**src/design/sccp_map.svh**
```systemverilog
// Register offsets, field positions and counts for the command pointer block
`ifndef SCCP_MAP_SVH
`define SCCP_MAP_SVH

// APB byte offsets and write register window address fields
`define SCCP_CTRL_A_OFS    8'h00
`define SCCP_CTRL_B_OFS    8'h04
`define SCCP_WREG_WIN_TAG  2'h1
`define SCCP_WREG_WIN_MSB  7
`define SCCP_WREG_WIN_LSB  6
`define SCCP_WREG_CH_BIT   5
`define SCCP_WREG_IDX_MSB  4
`define SCCP_WREG_IDX_LSB  2

// Command register fields
`define SCCP_SEL_MSB       2
`define SCCP_SEL_LSB       0
`define SCCP_CMD_MSB       5
`define SCCP_CMD_LSB       3
`define SCCP_CRC_MSB       7
`define SCCP_CRC_LSB       6

// Selector values
`define SCCP_SEL_CMD       3'h0
`define SCCP_SEL_RR1       3'h1
`define SCCP_SEL_WR1       3'h1
`define SCCP_SEL_WR4       3'h4

// Write register fields steering this block
`define SCCP_WR1_EXT_IE    0
`define SCCP_WR4_MODE_MSB  5
`define SCCP_WR4_MODE_LSB  4
`define SCCP_WR4_FRAME     2'h2

// Read data layout
`define SCCP_RR0_PEND_BIT  3
`define SCCP_RR_DATA_W     8

// Abort run length in bit times
`define SCCP_ABORT_ONES    4'h8

// Reset values
`define SCCP_SEL_RESET     3'h0

`endif

```
**src/design/sccp_pkg.sv**
```systemverilog
// Types shared by the command pointer block
package sccp_pkg;

	typedef enum logic [2:0]
	{
		CMD_NULL          = 3'h0,
		CMD_SEND_ABORT    = 3'h1,
		CMD_RESET_EXT     = 3'h2,
		CMD_CHAN_RESET    = 3'h3,
		CMD_EN_RX_NEXT    = 3'h4,
		CMD_RESET_TX_PEND = 3'h5,
		CMD_ERROR_RESET   = 3'h6,
		CMD_RETURN_INT    = 3'h7
	} cmd_t;

	typedef enum logic [1:0]
	{
		CRC_NONE      = 2'h0,
		CRC_RX_CHECK  = 2'h1,
		CRC_TX_GEN    = 2'h2,
		CRC_EOM_LATCH = 2'h3
	} crc_code_t;

	typedef struct packed
	{
		logic [2:0] ext_status;
		logic       parity_err;
		logic       overrun_err;
	} chan_in_t;

	typedef struct packed
	{
		logic tx_abort;
		logic ext_int_pending;
		logic reset_rx_crc;
		logic reset_tx_crc;
		logic reset_eom_latch;
		logic rx_int_next;
		logic reset_tx_int_pending;
		logic chan_reset;
	} chan_out_t;

	typedef struct packed
	{
		logic [2:0] selector;
		logic       ext_int_en;
		logic       frame_mode;
		logic       status_latched;
		logic [2:0] status_rr0;
		logic [1:0] err_rr1;
		logic [3:0] abort_cnt;
		chan_out_t  out;
	} chan_state_t;

	typedef struct packed
	{
		chan_state_t [1:0] ch;
		logic              pready;
		logic              pslverr;
		logic [31:0]       prdata;
		logic              prio_reset;
		logic              ius_clear;
	} top_state_t;

endpackage : sccp_pkg

```
**src/design/serial_channel_command_pointer.sv**
```systemverilog
// Command register and register selector of both serial channels, APB slave
//
// Contract
// - Eight write registers; others take selector then data
// - Reset or channel reset clears the selector
// - Selector returns to zero after other access
// - Selector picks next read or write register
// - Middle three bits decode eight commands
// - Command codes map to listed channel actions
// - Null command only loads the selector
// - Send abort in frame mode sends ones
// - Status bits latched until reset-status command
// - Channel reset; channel A also resets priority
// - Command and checksum code in first byte
// - Top two bits give checksum reset codes
// - Error reset clears parity and overrun flags
// - Return command on channel A clears service latch
`include "sccp_map.svh"
`timescale 1ns/10ps

module serial_channel_command_pointer #(
	parameter int ADDR_W = 8
) (
	// Clock and reset
	input  wire logic                 mclk,
	input  wire logic                 nrst,
	// APB slave
	input  wire logic                 psel,
	input  wire logic                 penable,
	input  wire logic                 pwrite,
	input  wire logic [ADDR_W-1:0]    paddr,
	input  wire logic [31:0]          pwdata,
	input  wire logic [3:0]           pstrb,
	output logic      [31:0]          prdata,
	output logic                      pready,
	output logic                      pslverr,
	// Channel events and bit timing
	input  wire logic                 bit_tick,
	input  wire sccp_pkg::chan_in_t   ch_in_a,
	input  wire sccp_pkg::chan_in_t   ch_in_b,
	// Channel command outputs
	output sccp_pkg::chan_out_t       ch_out_a,
	output sccp_pkg::chan_out_t       ch_out_b,
	// Shared interrupt logic controls
	output logic                      prio_reset,
	output logic                      ius_clear
);

	sccp_pkg::top_state_t st_reg;
	sccp_pkg::top_state_t st_next;

	logic                            setup_phase;
	logic                            first_access;
	logic                            done;
	logic                            hit_ctrl_a;
	logic                            hit_ctrl_b;
	logic                            hit_wreg;
	logic                            hit_ch;
	logic                            wr_a;
	logic                            wr_b;
	logic                            rd_a;
	logic                            rd_b;
	logic [7:0]                      wbyte;
	logic                            mem_we;
	logic [3:0]                      mem_waddr;
	logic [3:0]                      mem_raddr;
	logic [7:0]                      mem_rdata;
	sccp_pkg::chan_state_t           sel_ch;

	// One channel's next state; each channel calls it, giving one decoder per channel
	function automatic sccp_pkg::chan_state_t chan_step(
		input sccp_pkg::chan_state_t s,
		input logic                  wr,
		input logic                  rd,
		input logic [7:0]            b,
		input sccp_pkg::chan_in_t    ev,
		input logic                  tick
	);
		sccp_pkg::chan_state_t n;
		sccp_pkg::cmd_t        cmd;
		sccp_pkg::crc_code_t   crc;
		n   = s;
		cmd = sccp_pkg::cmd_t'(b[`SCCP_CMD_MSB:`SCCP_CMD_LSB]);
		crc = sccp_pkg::crc_code_t'(b[`SCCP_CRC_MSB:`SCCP_CRC_LSB]);
		n.out.reset_rx_crc         = 1'b0;
		n.out.reset_tx_crc         = 1'b0;
		n.out.reset_eom_latch      = 1'b0;
		n.out.rx_int_next          = 1'b0;
		n.out.reset_tx_int_pending = 1'b0;
		n.out.chan_reset           = 1'b0;
		if (s.abort_cnt != 4'h0 && tick)
		begin
			n.abort_cnt = s.abort_cnt - 4'h1;
		end
		if (wr && s.selector == `SCCP_SEL_CMD)
		begin
			n.selector = b[`SCCP_SEL_MSB:`SCCP_SEL_LSB];
			case (cmd)
				sccp_pkg::CMD_NULL:
				begin
				end
				sccp_pkg::CMD_SEND_ABORT:
				begin
					if (s.frame_mode)
					begin
						n.abort_cnt = `SCCP_ABORT_ONES;
					end
				end
				sccp_pkg::CMD_RESET_EXT:
				begin
					n.status_latched      = 1'b0;
					n.out.ext_int_pending = 1'b0;
				end
				sccp_pkg::CMD_CHAN_RESET:
				begin
					// Config shadows drop too; host must reprogram the channel
					n                = '0;
					n.selector       = `SCCP_SEL_RESET;
					n.out.chan_reset = 1'b1;
				end
				sccp_pkg::CMD_EN_RX_NEXT:
				begin
					n.out.rx_int_next = 1'b1;
				end
				sccp_pkg::CMD_RESET_TX_PEND:
				begin
					n.out.reset_tx_int_pending = 1'b1;
				end
				sccp_pkg::CMD_ERROR_RESET:
				begin
					n.err_rr1 = 2'h0;
				end
				sccp_pkg::CMD_RETURN_INT:
				begin
				end
				default:
				begin
				end
			endcase
			if (cmd != sccp_pkg::CMD_CHAN_RESET)
			begin
				case (crc)
					sccp_pkg::CRC_NONE:      n.out.reset_rx_crc    = 1'b0;
					sccp_pkg::CRC_RX_CHECK:  n.out.reset_rx_crc    = 1'b1;
					sccp_pkg::CRC_TX_GEN:    n.out.reset_tx_crc    = 1'b1;
					sccp_pkg::CRC_EOM_LATCH: n.out.reset_eom_latch = 1'b1;
					default:                 n.out.reset_rx_crc    = 1'b0;
				endcase
			end
		end
		else if (wr)
		begin
			if (s.selector == `SCCP_SEL_WR1)
			begin
				n.ext_int_en = b[`SCCP_WR1_EXT_IE];
			end
			if (s.selector == `SCCP_SEL_WR4)
			begin
				n.frame_mode = (b[`SCCP_WR4_MODE_MSB:`SCCP_WR4_MODE_LSB] == `SCCP_WR4_FRAME);
			end
			n.selector = `SCCP_SEL_CMD;
		end
		else if (rd && s.selector != `SCCP_SEL_CMD)
		begin
			n.selector = `SCCP_SEL_CMD;
		end
		// Events come after the clears so a same-cycle event is kept
		if (ev.parity_err)
		begin
			n.err_rr1[0] = 1'b1;
		end
		if (ev.overrun_err)
		begin
			n.err_rr1[1] = 1'b1;
		end
		if (!n.status_latched)
		begin
			n.status_rr0 = ev.ext_status;
			if (ev.ext_status != s.status_rr0 && n.ext_int_en)
			begin
				n.status_latched      = 1'b1;
				n.out.ext_int_pending = 1'b1;
			end
		end
		n.out.tx_abort = (n.abort_cnt != 4'h0);
		return n;
	endfunction : chan_step

	// Read value of the selected read register of one channel
	function automatic logic [31:0] read_ctrl(input sccp_pkg::chan_state_t s);
		logic [31:0] v;
		v = 32'h0;
		if (s.selector == `SCCP_SEL_CMD)
		begin
			v[2:0]               = s.status_rr0;
			v[`SCCP_RR0_PEND_BIT] = s.out.ext_int_pending;
		end
		else if (s.selector == `SCCP_SEL_RR1)
		begin
			v[1:0] = s.err_rr1;
		end
		return v;
	endfunction : read_ctrl

	assign setup_phase  = psel && !penable;
	assign first_access = psel && penable && !st_reg.pready;
	assign done         = psel && penable && st_reg.pready;
	assign hit_ctrl_a   = (paddr == `SCCP_CTRL_A_OFS);
	assign hit_ctrl_b   = (paddr == `SCCP_CTRL_B_OFS);
	assign hit_wreg     = (paddr[`SCCP_WREG_WIN_MSB:`SCCP_WREG_WIN_LSB] == `SCCP_WREG_WIN_TAG)
		&& (paddr[1:0] == 2'h0);
	assign hit_ch       = paddr[`SCCP_WREG_CH_BIT];
	assign wbyte        = pwdata[7:0];

	// Byte lane 0 carries the control byte; a write without it is dropped
	assign wr_a = done && pwrite && pstrb[0] && hit_ctrl_a;
	assign wr_b = done && pwrite && pstrb[0] && hit_ctrl_b;
	assign rd_a = done && !pwrite && hit_ctrl_a;
	assign rd_b = done && !pwrite && hit_ctrl_b;

	assign sel_ch    = hit_ctrl_b ? st_reg.ch[1] : st_reg.ch[0];
	assign mem_we    = (wr_a || wr_b) && (sel_ch.selector != `SCCP_SEL_CMD);
	assign mem_waddr = {hit_ctrl_b, sel_ch.selector};
	assign mem_raddr = {hit_ch, paddr[`SCCP_WREG_IDX_MSB:`SCCP_WREG_IDX_LSB]};

	wreg_mem #(
		.DEPTH  (16),
		.WIDTH  (8),
		.ADDR_W (4)
	) u_wreg_mem (
		.mclk  (mclk),
		.nrst  (nrst),
		.we    (mem_we),
		.waddr (mem_waddr),
		.wdata (wbyte),
		.raddr (mem_raddr),
		.rdata (mem_rdata)
	);

	always_comb
	begin
		st_next            = st_reg;
		st_next.prio_reset = 1'b0;
		st_next.ius_clear  = 1'b0;
		// Two access cycles so the memory read can land in a flop
		st_next.pready     = first_access;
		if (setup_phase || done)
		begin
			st_next.pslverr = 1'b0;
			st_next.prdata  = 32'h0;
		end
		if (first_access)
		begin
			if (hit_ctrl_a || hit_ctrl_b)
			begin
				st_next.prdata = pwrite ? 32'h0 : read_ctrl(sel_ch);
			end
			else if (hit_wreg && !pwrite)
			begin
				st_next.prdata = {24'h0, mem_rdata};
			end
			else
			begin
				st_next.pslverr = 1'b1;
			end
		end
		// Independent selector and decoder per channel
		st_next.ch[0] = chan_step(st_reg.ch[0], wr_a, rd_a, wbyte, ch_in_a, bit_tick);
		st_next.ch[1] = chan_step(st_reg.ch[1], wr_b, rd_b, wbyte, ch_in_b, bit_tick);
		if (wr_a && st_reg.ch[0].selector == `SCCP_SEL_CMD)
		begin
			if (wbyte[`SCCP_CMD_MSB:`SCCP_CMD_LSB] == sccp_pkg::CMD_CHAN_RESET)
			begin
				st_next.prio_reset = 1'b1;
			end
			// Channel B issuing this code is ignored
			if (wbyte[`SCCP_CMD_MSB:`SCCP_CMD_LSB] == sccp_pkg::CMD_RETURN_INT)
			begin
				st_next.ius_clear = 1'b1;
			end
		end
	end

	always_ff @(posedge mclk)
	begin
		if (!nrst)
		begin
			st_reg <= '0;
		end
		else
		begin
			st_reg <= st_next;
		end
	end

	assign prdata     = st_reg.prdata;
	assign pready     = st_reg.pready;
	assign pslverr    = st_reg.pslverr;
	assign ch_out_a   = st_reg.ch[0].out;
	assign ch_out_b   = st_reg.ch[1].out;
	assign prio_reset = st_reg.prio_reset;
	assign ius_clear  = st_reg.ius_clear;

endmodule : serial_channel_command_pointer

```
**src/design/wreg_mem.sv**
```systemverilog
// Small memory holding the write registers of both channels
`timescale 1ns/10ps

module wreg_mem #(
	parameter int DEPTH  = 16,
	parameter int WIDTH  = 8,
	parameter int ADDR_W = 4
) (
	// Clock and reset
	input  wire logic              mclk,
	input  wire logic              nrst,
	// Write side
	input  wire logic              we,
	input  wire logic [ADDR_W-1:0] waddr,
	input  wire logic [WIDTH-1:0]  wdata,
	// Read side
	input  wire logic [ADDR_W-1:0] raddr,
	output logic      [WIDTH-1:0]  rdata
);

	typedef struct packed
	{
		logic [DEPTH-1:0][WIDTH-1:0] cells;
		logic [WIDTH-1:0]            rdata;
	} mem_state_t;

	mem_state_t mem_reg;
	mem_state_t mem_next;

	always_comb
	begin
		mem_next       = mem_reg;
		mem_next.rdata = mem_reg.cells[raddr];
		if (we)
		begin
			mem_next.cells[waddr] = wdata;
		end
	end

	always_ff @(posedge mclk)
	begin
		if (!nrst)
		begin
			mem_reg <= '0;
		end
		else
		begin
			mem_reg <= mem_next;
		end
	end

	assign rdata = mem_reg.rdata;

endmodule : wreg_mem

```
**config.mk**
```make
export PLATFORM = sky130hd
export DESIGN_NAME = serial_channel_command_pointer
export DESIGN_NICKNAME = d
export VERILOG_FILES = /design/src/design/sccp_pkg.sv /design/src/design/serial_channel_command_pointer.sv /design/src/design/wreg_mem.sv
export VERILOG_INCLUDE_DIRS = /design/src /design/src/design
export SDC_FILE = /design/constraint.sdc
export NUM_CORES = 1
export LEC_CHECK = 0
export BUFFER_PORTS_ARGS = -buffer_cell sky130_fd_sc_hd__buf_4
export CORE_ASPECT_RATIO = 0.7
export CORE_MARGIN = 4
export CORE_UTILIZATION = 58
export DETAILED_ROUTE_END_ITERATION = 8
export PLACE_DENSITY_LB_ADDON = 0.15
export SLEW_MARGIN = 20
export SYNTH_ARGS = -nofsm -noshare
export SYNTH_HDL_FRONTEND = slang
export SYNTH_SLANG_ARGS = --single-unit
```
**constraint.sdc**
```tcl
create_clock -name mclk -period 3.5 [get_ports mclk]
set_clock_uncertainty 0.05 [all_clocks]
set_input_delay 0.35 -clock mclk [delete_from_list [all_inputs] [get_ports mclk]]
set_output_delay 0.35 -clock mclk [all_outputs]
set_load 0.03 [all_outputs]
```
==> flow_metrics.env <==
export IMPL_comb_power_share_pct=9.1
export IMPL_async_flop_share_pct=0
export IMPL_hold_viol=0
export IMPL_grt_max_degree=99
export IMPL_internal_power_mw=4.222
export IMPL_ys_warn_count=0
export IMPL_most_common_layout_cells="dfxtp_1 (217), nor2_1 (136), mux2i_1 (114), buf_4 (96), nand2_1 (53)"
export IMPL_grt_pass1_vias=6609
export IMPL_fin_tns_setup_ns=0
export IMPL_worstSkewPairLatency_ns=0.49
export IMPL_grt_overflow_total=0
export IMPL_final_min_clock_period_ns=2.552
export IMPL_ys_seq_area_share_pct=46.02
export IMPL_yosys_register_bits=217
export IMPL_total_power_mw=5.479
export IMPL_grt_pass1_wl_um=35630
export IMPL_cts_sinks=217
export IMPL_ctsResizeCount=0
export IMPL_cp_start_kind="flop"
export IMPL_coreArea_sq_um=15740
export IMPL_power_density_nw_per_um2=519.6
export IMPL_max_freq_mhz=391.8
export IMPL_die_y_um=114.7
export IMPL_p_clk_share_pct=44.4
export IMPL_cp_data_required_time_ns=3.79
export IMPL_cts_setup_buffers=0
export IMPL_fin_crit_sh_pct=72.92
export IMPL_initial_core_util_pct=59.98
export IMPL_placementRows=38
export IMPL_grt_use_total_pct=23.95
export IMPL_slew_headroom_pct=33.03
export IMPL_cap_viol_max_count=0
export IMPL_port_buffer_count=84
export IMPL_cts_clk_slew_worst_paths_ns=0.07
export IMPL_path_class="flop to flop"
export IMPL_antenna_cells=0
export IMPL_vias=6740
export IMPL_clk_path_buf_depth=3
export IMPL_numCtsBuffers=20
export IMPL_synth_main_ff_cell="dfxtp_1"
export IMPL_wl_per_cell_um=19.16
export IMPL_drcViolationCount=0
export IMPL_end_kind="flop"
export IMPL_ant_nets=0
export IMPL_synthesis_nets=983
export IMPL_ys_types=61
export IMPL_p_sw_mw=1.257
export IMPL_dieArea_sq_um=18410
export IMPL_die_w_um=160.5
export IMPL_cts_tree="yes"
export IMPL_synth_edf_count=0
export IMPL_postCtsHoldBufs=0
export IMPL_largest_register_ffs=128
export IMPL_finalWirelength_um=22160
export IMPL_layout_commonest_cell="dfxtp_1"
export IMPL_fin_nets=985
export IMPL_grt_antenna_before_repair=0
export IMPL_path_max_fanout=12
export IMPL_status="finished clean"
export IMPL_place_gp_congestion=0.8678
export IMPL_drive_gt1_share_pct=20.17
export IMPL_p_leak_nw=4.499
export IMPL_syn_to_final_growth_pct=11.72
export IMPL_swShare_pct=22.94
export IMPL_syn_avg_cell_area_sq_um=10.25
export IMPL_via_per_inst=5.825
export IMPL_tightest_slew_ns=1.005
export IMPL_synthCells=921
export IMPL_finalSetupViolCount=0
export IMPL_min_path_type="primary input to flop"
export IMPL_dp_hpwl_um=14850
export IMPL_ir_worst_vdd_mv=0.4264
export IMPL_fin_hold_ws_ns=0.05554
export IMPL_postLayoutCoreUtil_pct=67.01
export IMPL_cts_root_buf="clkbuf_16"
export IMPL_syn_area_sq_um=9439
export IMPL_power_frac_seq_pct=46.5
export IMPL_io_pins=112
export IMPL_drt_initial_drc_count=645
export IMPL_finalMaxSlewViolations=0
export IMPL_dr_pass1_iters=8
export IMPL_htreeDepth=1
export IMPL_arrival_ns=2.84
export IMPL_rsz0062_at_grt="no"
## synthesized netlist by cell type, types with 3 or more instances
library cell	instances	share of area [%]
nor3_1	17	0.90
a22oi_1	4	0.32
nand4_1	4	0.27
a221o_1	3	0.32
nand3_1	12	0.64
o21ai_0	15	0.80
nand2b_1	12	0.80
nor2_1	136	5.4
mux4_2	40	9.5
xnor2_1	10	0.93
nor4_4	3	0.68
buf_1	4	0.16
or3_1	9	0.60
a22o_1	5	0.46
inv_1	7	0.28
a21oi_1	22	1.2
o211ai_1	3	0.24
dfxtp_1	217	46
a211oi_1	3	0.24
and3_1	31	2.1
mux2i_1	114	12
nor2b_1	10	0.66
buf_2	4	0.21
o21bai_1	4	0.32
buf_4	51	4.1
nand4_2	3	0.40
clkbuf_1	55	2.2
nand2_1	53	2.1
and2_1	27	1.8
nor4_1	4	0.27
## through the flow
| step | instances | setup slack (ns) | cell area [sq um] |
|---|---|---|---|
| finish | 1157 | 0.9476 | 10550 |
| global route | 1157 | 0.8170 | 10550 |
| CTS | 1157 | 1.039 | 10550 |
| detailed placement | 1121 | 0.6707 | 9801 |
| global placement | 1121 | 0.7075 | 9801 |
| floorplan | 921 | 0.8814 | 9439 |
## power by group through the flow
stage | Clock, mW | Combinational [mW] | Sequential (mW)
floorplan | 0 | 0.369 | 2.59
global placement | 0 | 0.463 | 2.60
detailed placement | 0 | 0.493 | 2.60
CTS | 2.46 | 0.494 | 2.55
global route | 2.58 | 0.550 | 2.55
finish | 2.43 | 0.497 | 2.55
## critical path, stage by stage (launching register included)
cell	delay [ns]
dfxtp_1	0.73
nand4_1	0.19
nor4_1	0.34
buf_4	0.22
nand3b_1	0.47
mux2i_1	0.35
nor2_1	0.06
## layer usage
metal  GRT usage [%]  wire (um)  up-vias
met1           34.38      10240     3304
met5               0          0        -
li1                -          -     3179
met2           38.17      10120      224
met4           5.387        422        0
met3           4.586       1384       33
## worst paths after layout
path                                        startpoint                endpoint  slack (ns)  cells past startpoint
worst min register to register  u_wreg_mem.mem_reg[10]  u_wreg_mem.mem_reg[10]        0.40                      1
worst min-delay path                              psel                 pslverr        0.06                      2
worst max register to register              st_reg[56]  u_wreg_mem.mem_reg[50]        0.95                      6
worst max-delay path                        st_reg[56]  u_wreg_mem.mem_reg[50]        0.95                      6
## cell type report
cell class / instances / area [sq um]
Tap cell: 220 / 275.3
Clock buffer: 26 / 564.3
Timing Repair Buffer: 96 / 720.7
Clock inverter: 10 / 180.2
Fill cell: 1207 / 5192
Sequential cell: 217 / 4344
Multi-Input combinational cell: 581 / 4433
Inverter: 7 / 27.53
## cell families (layout without fill, tap and decap cells)
group                    count (synthesis)  count (layout)  synth area share, %
AO/OA/AOI/OAI                           79              79                6.018
XOR/XNOR                                10              10               0.9278
adder cells (fa/ha/maj)                  2               2               0.2651
buffers and inverters                  123             139                7.132
flip-flops                             217             217                46.02
multiplexers                           154             154                21.63
AND/OR/NAND/NOR                        336             336                18.00
(Power assumes the default switching activity.)
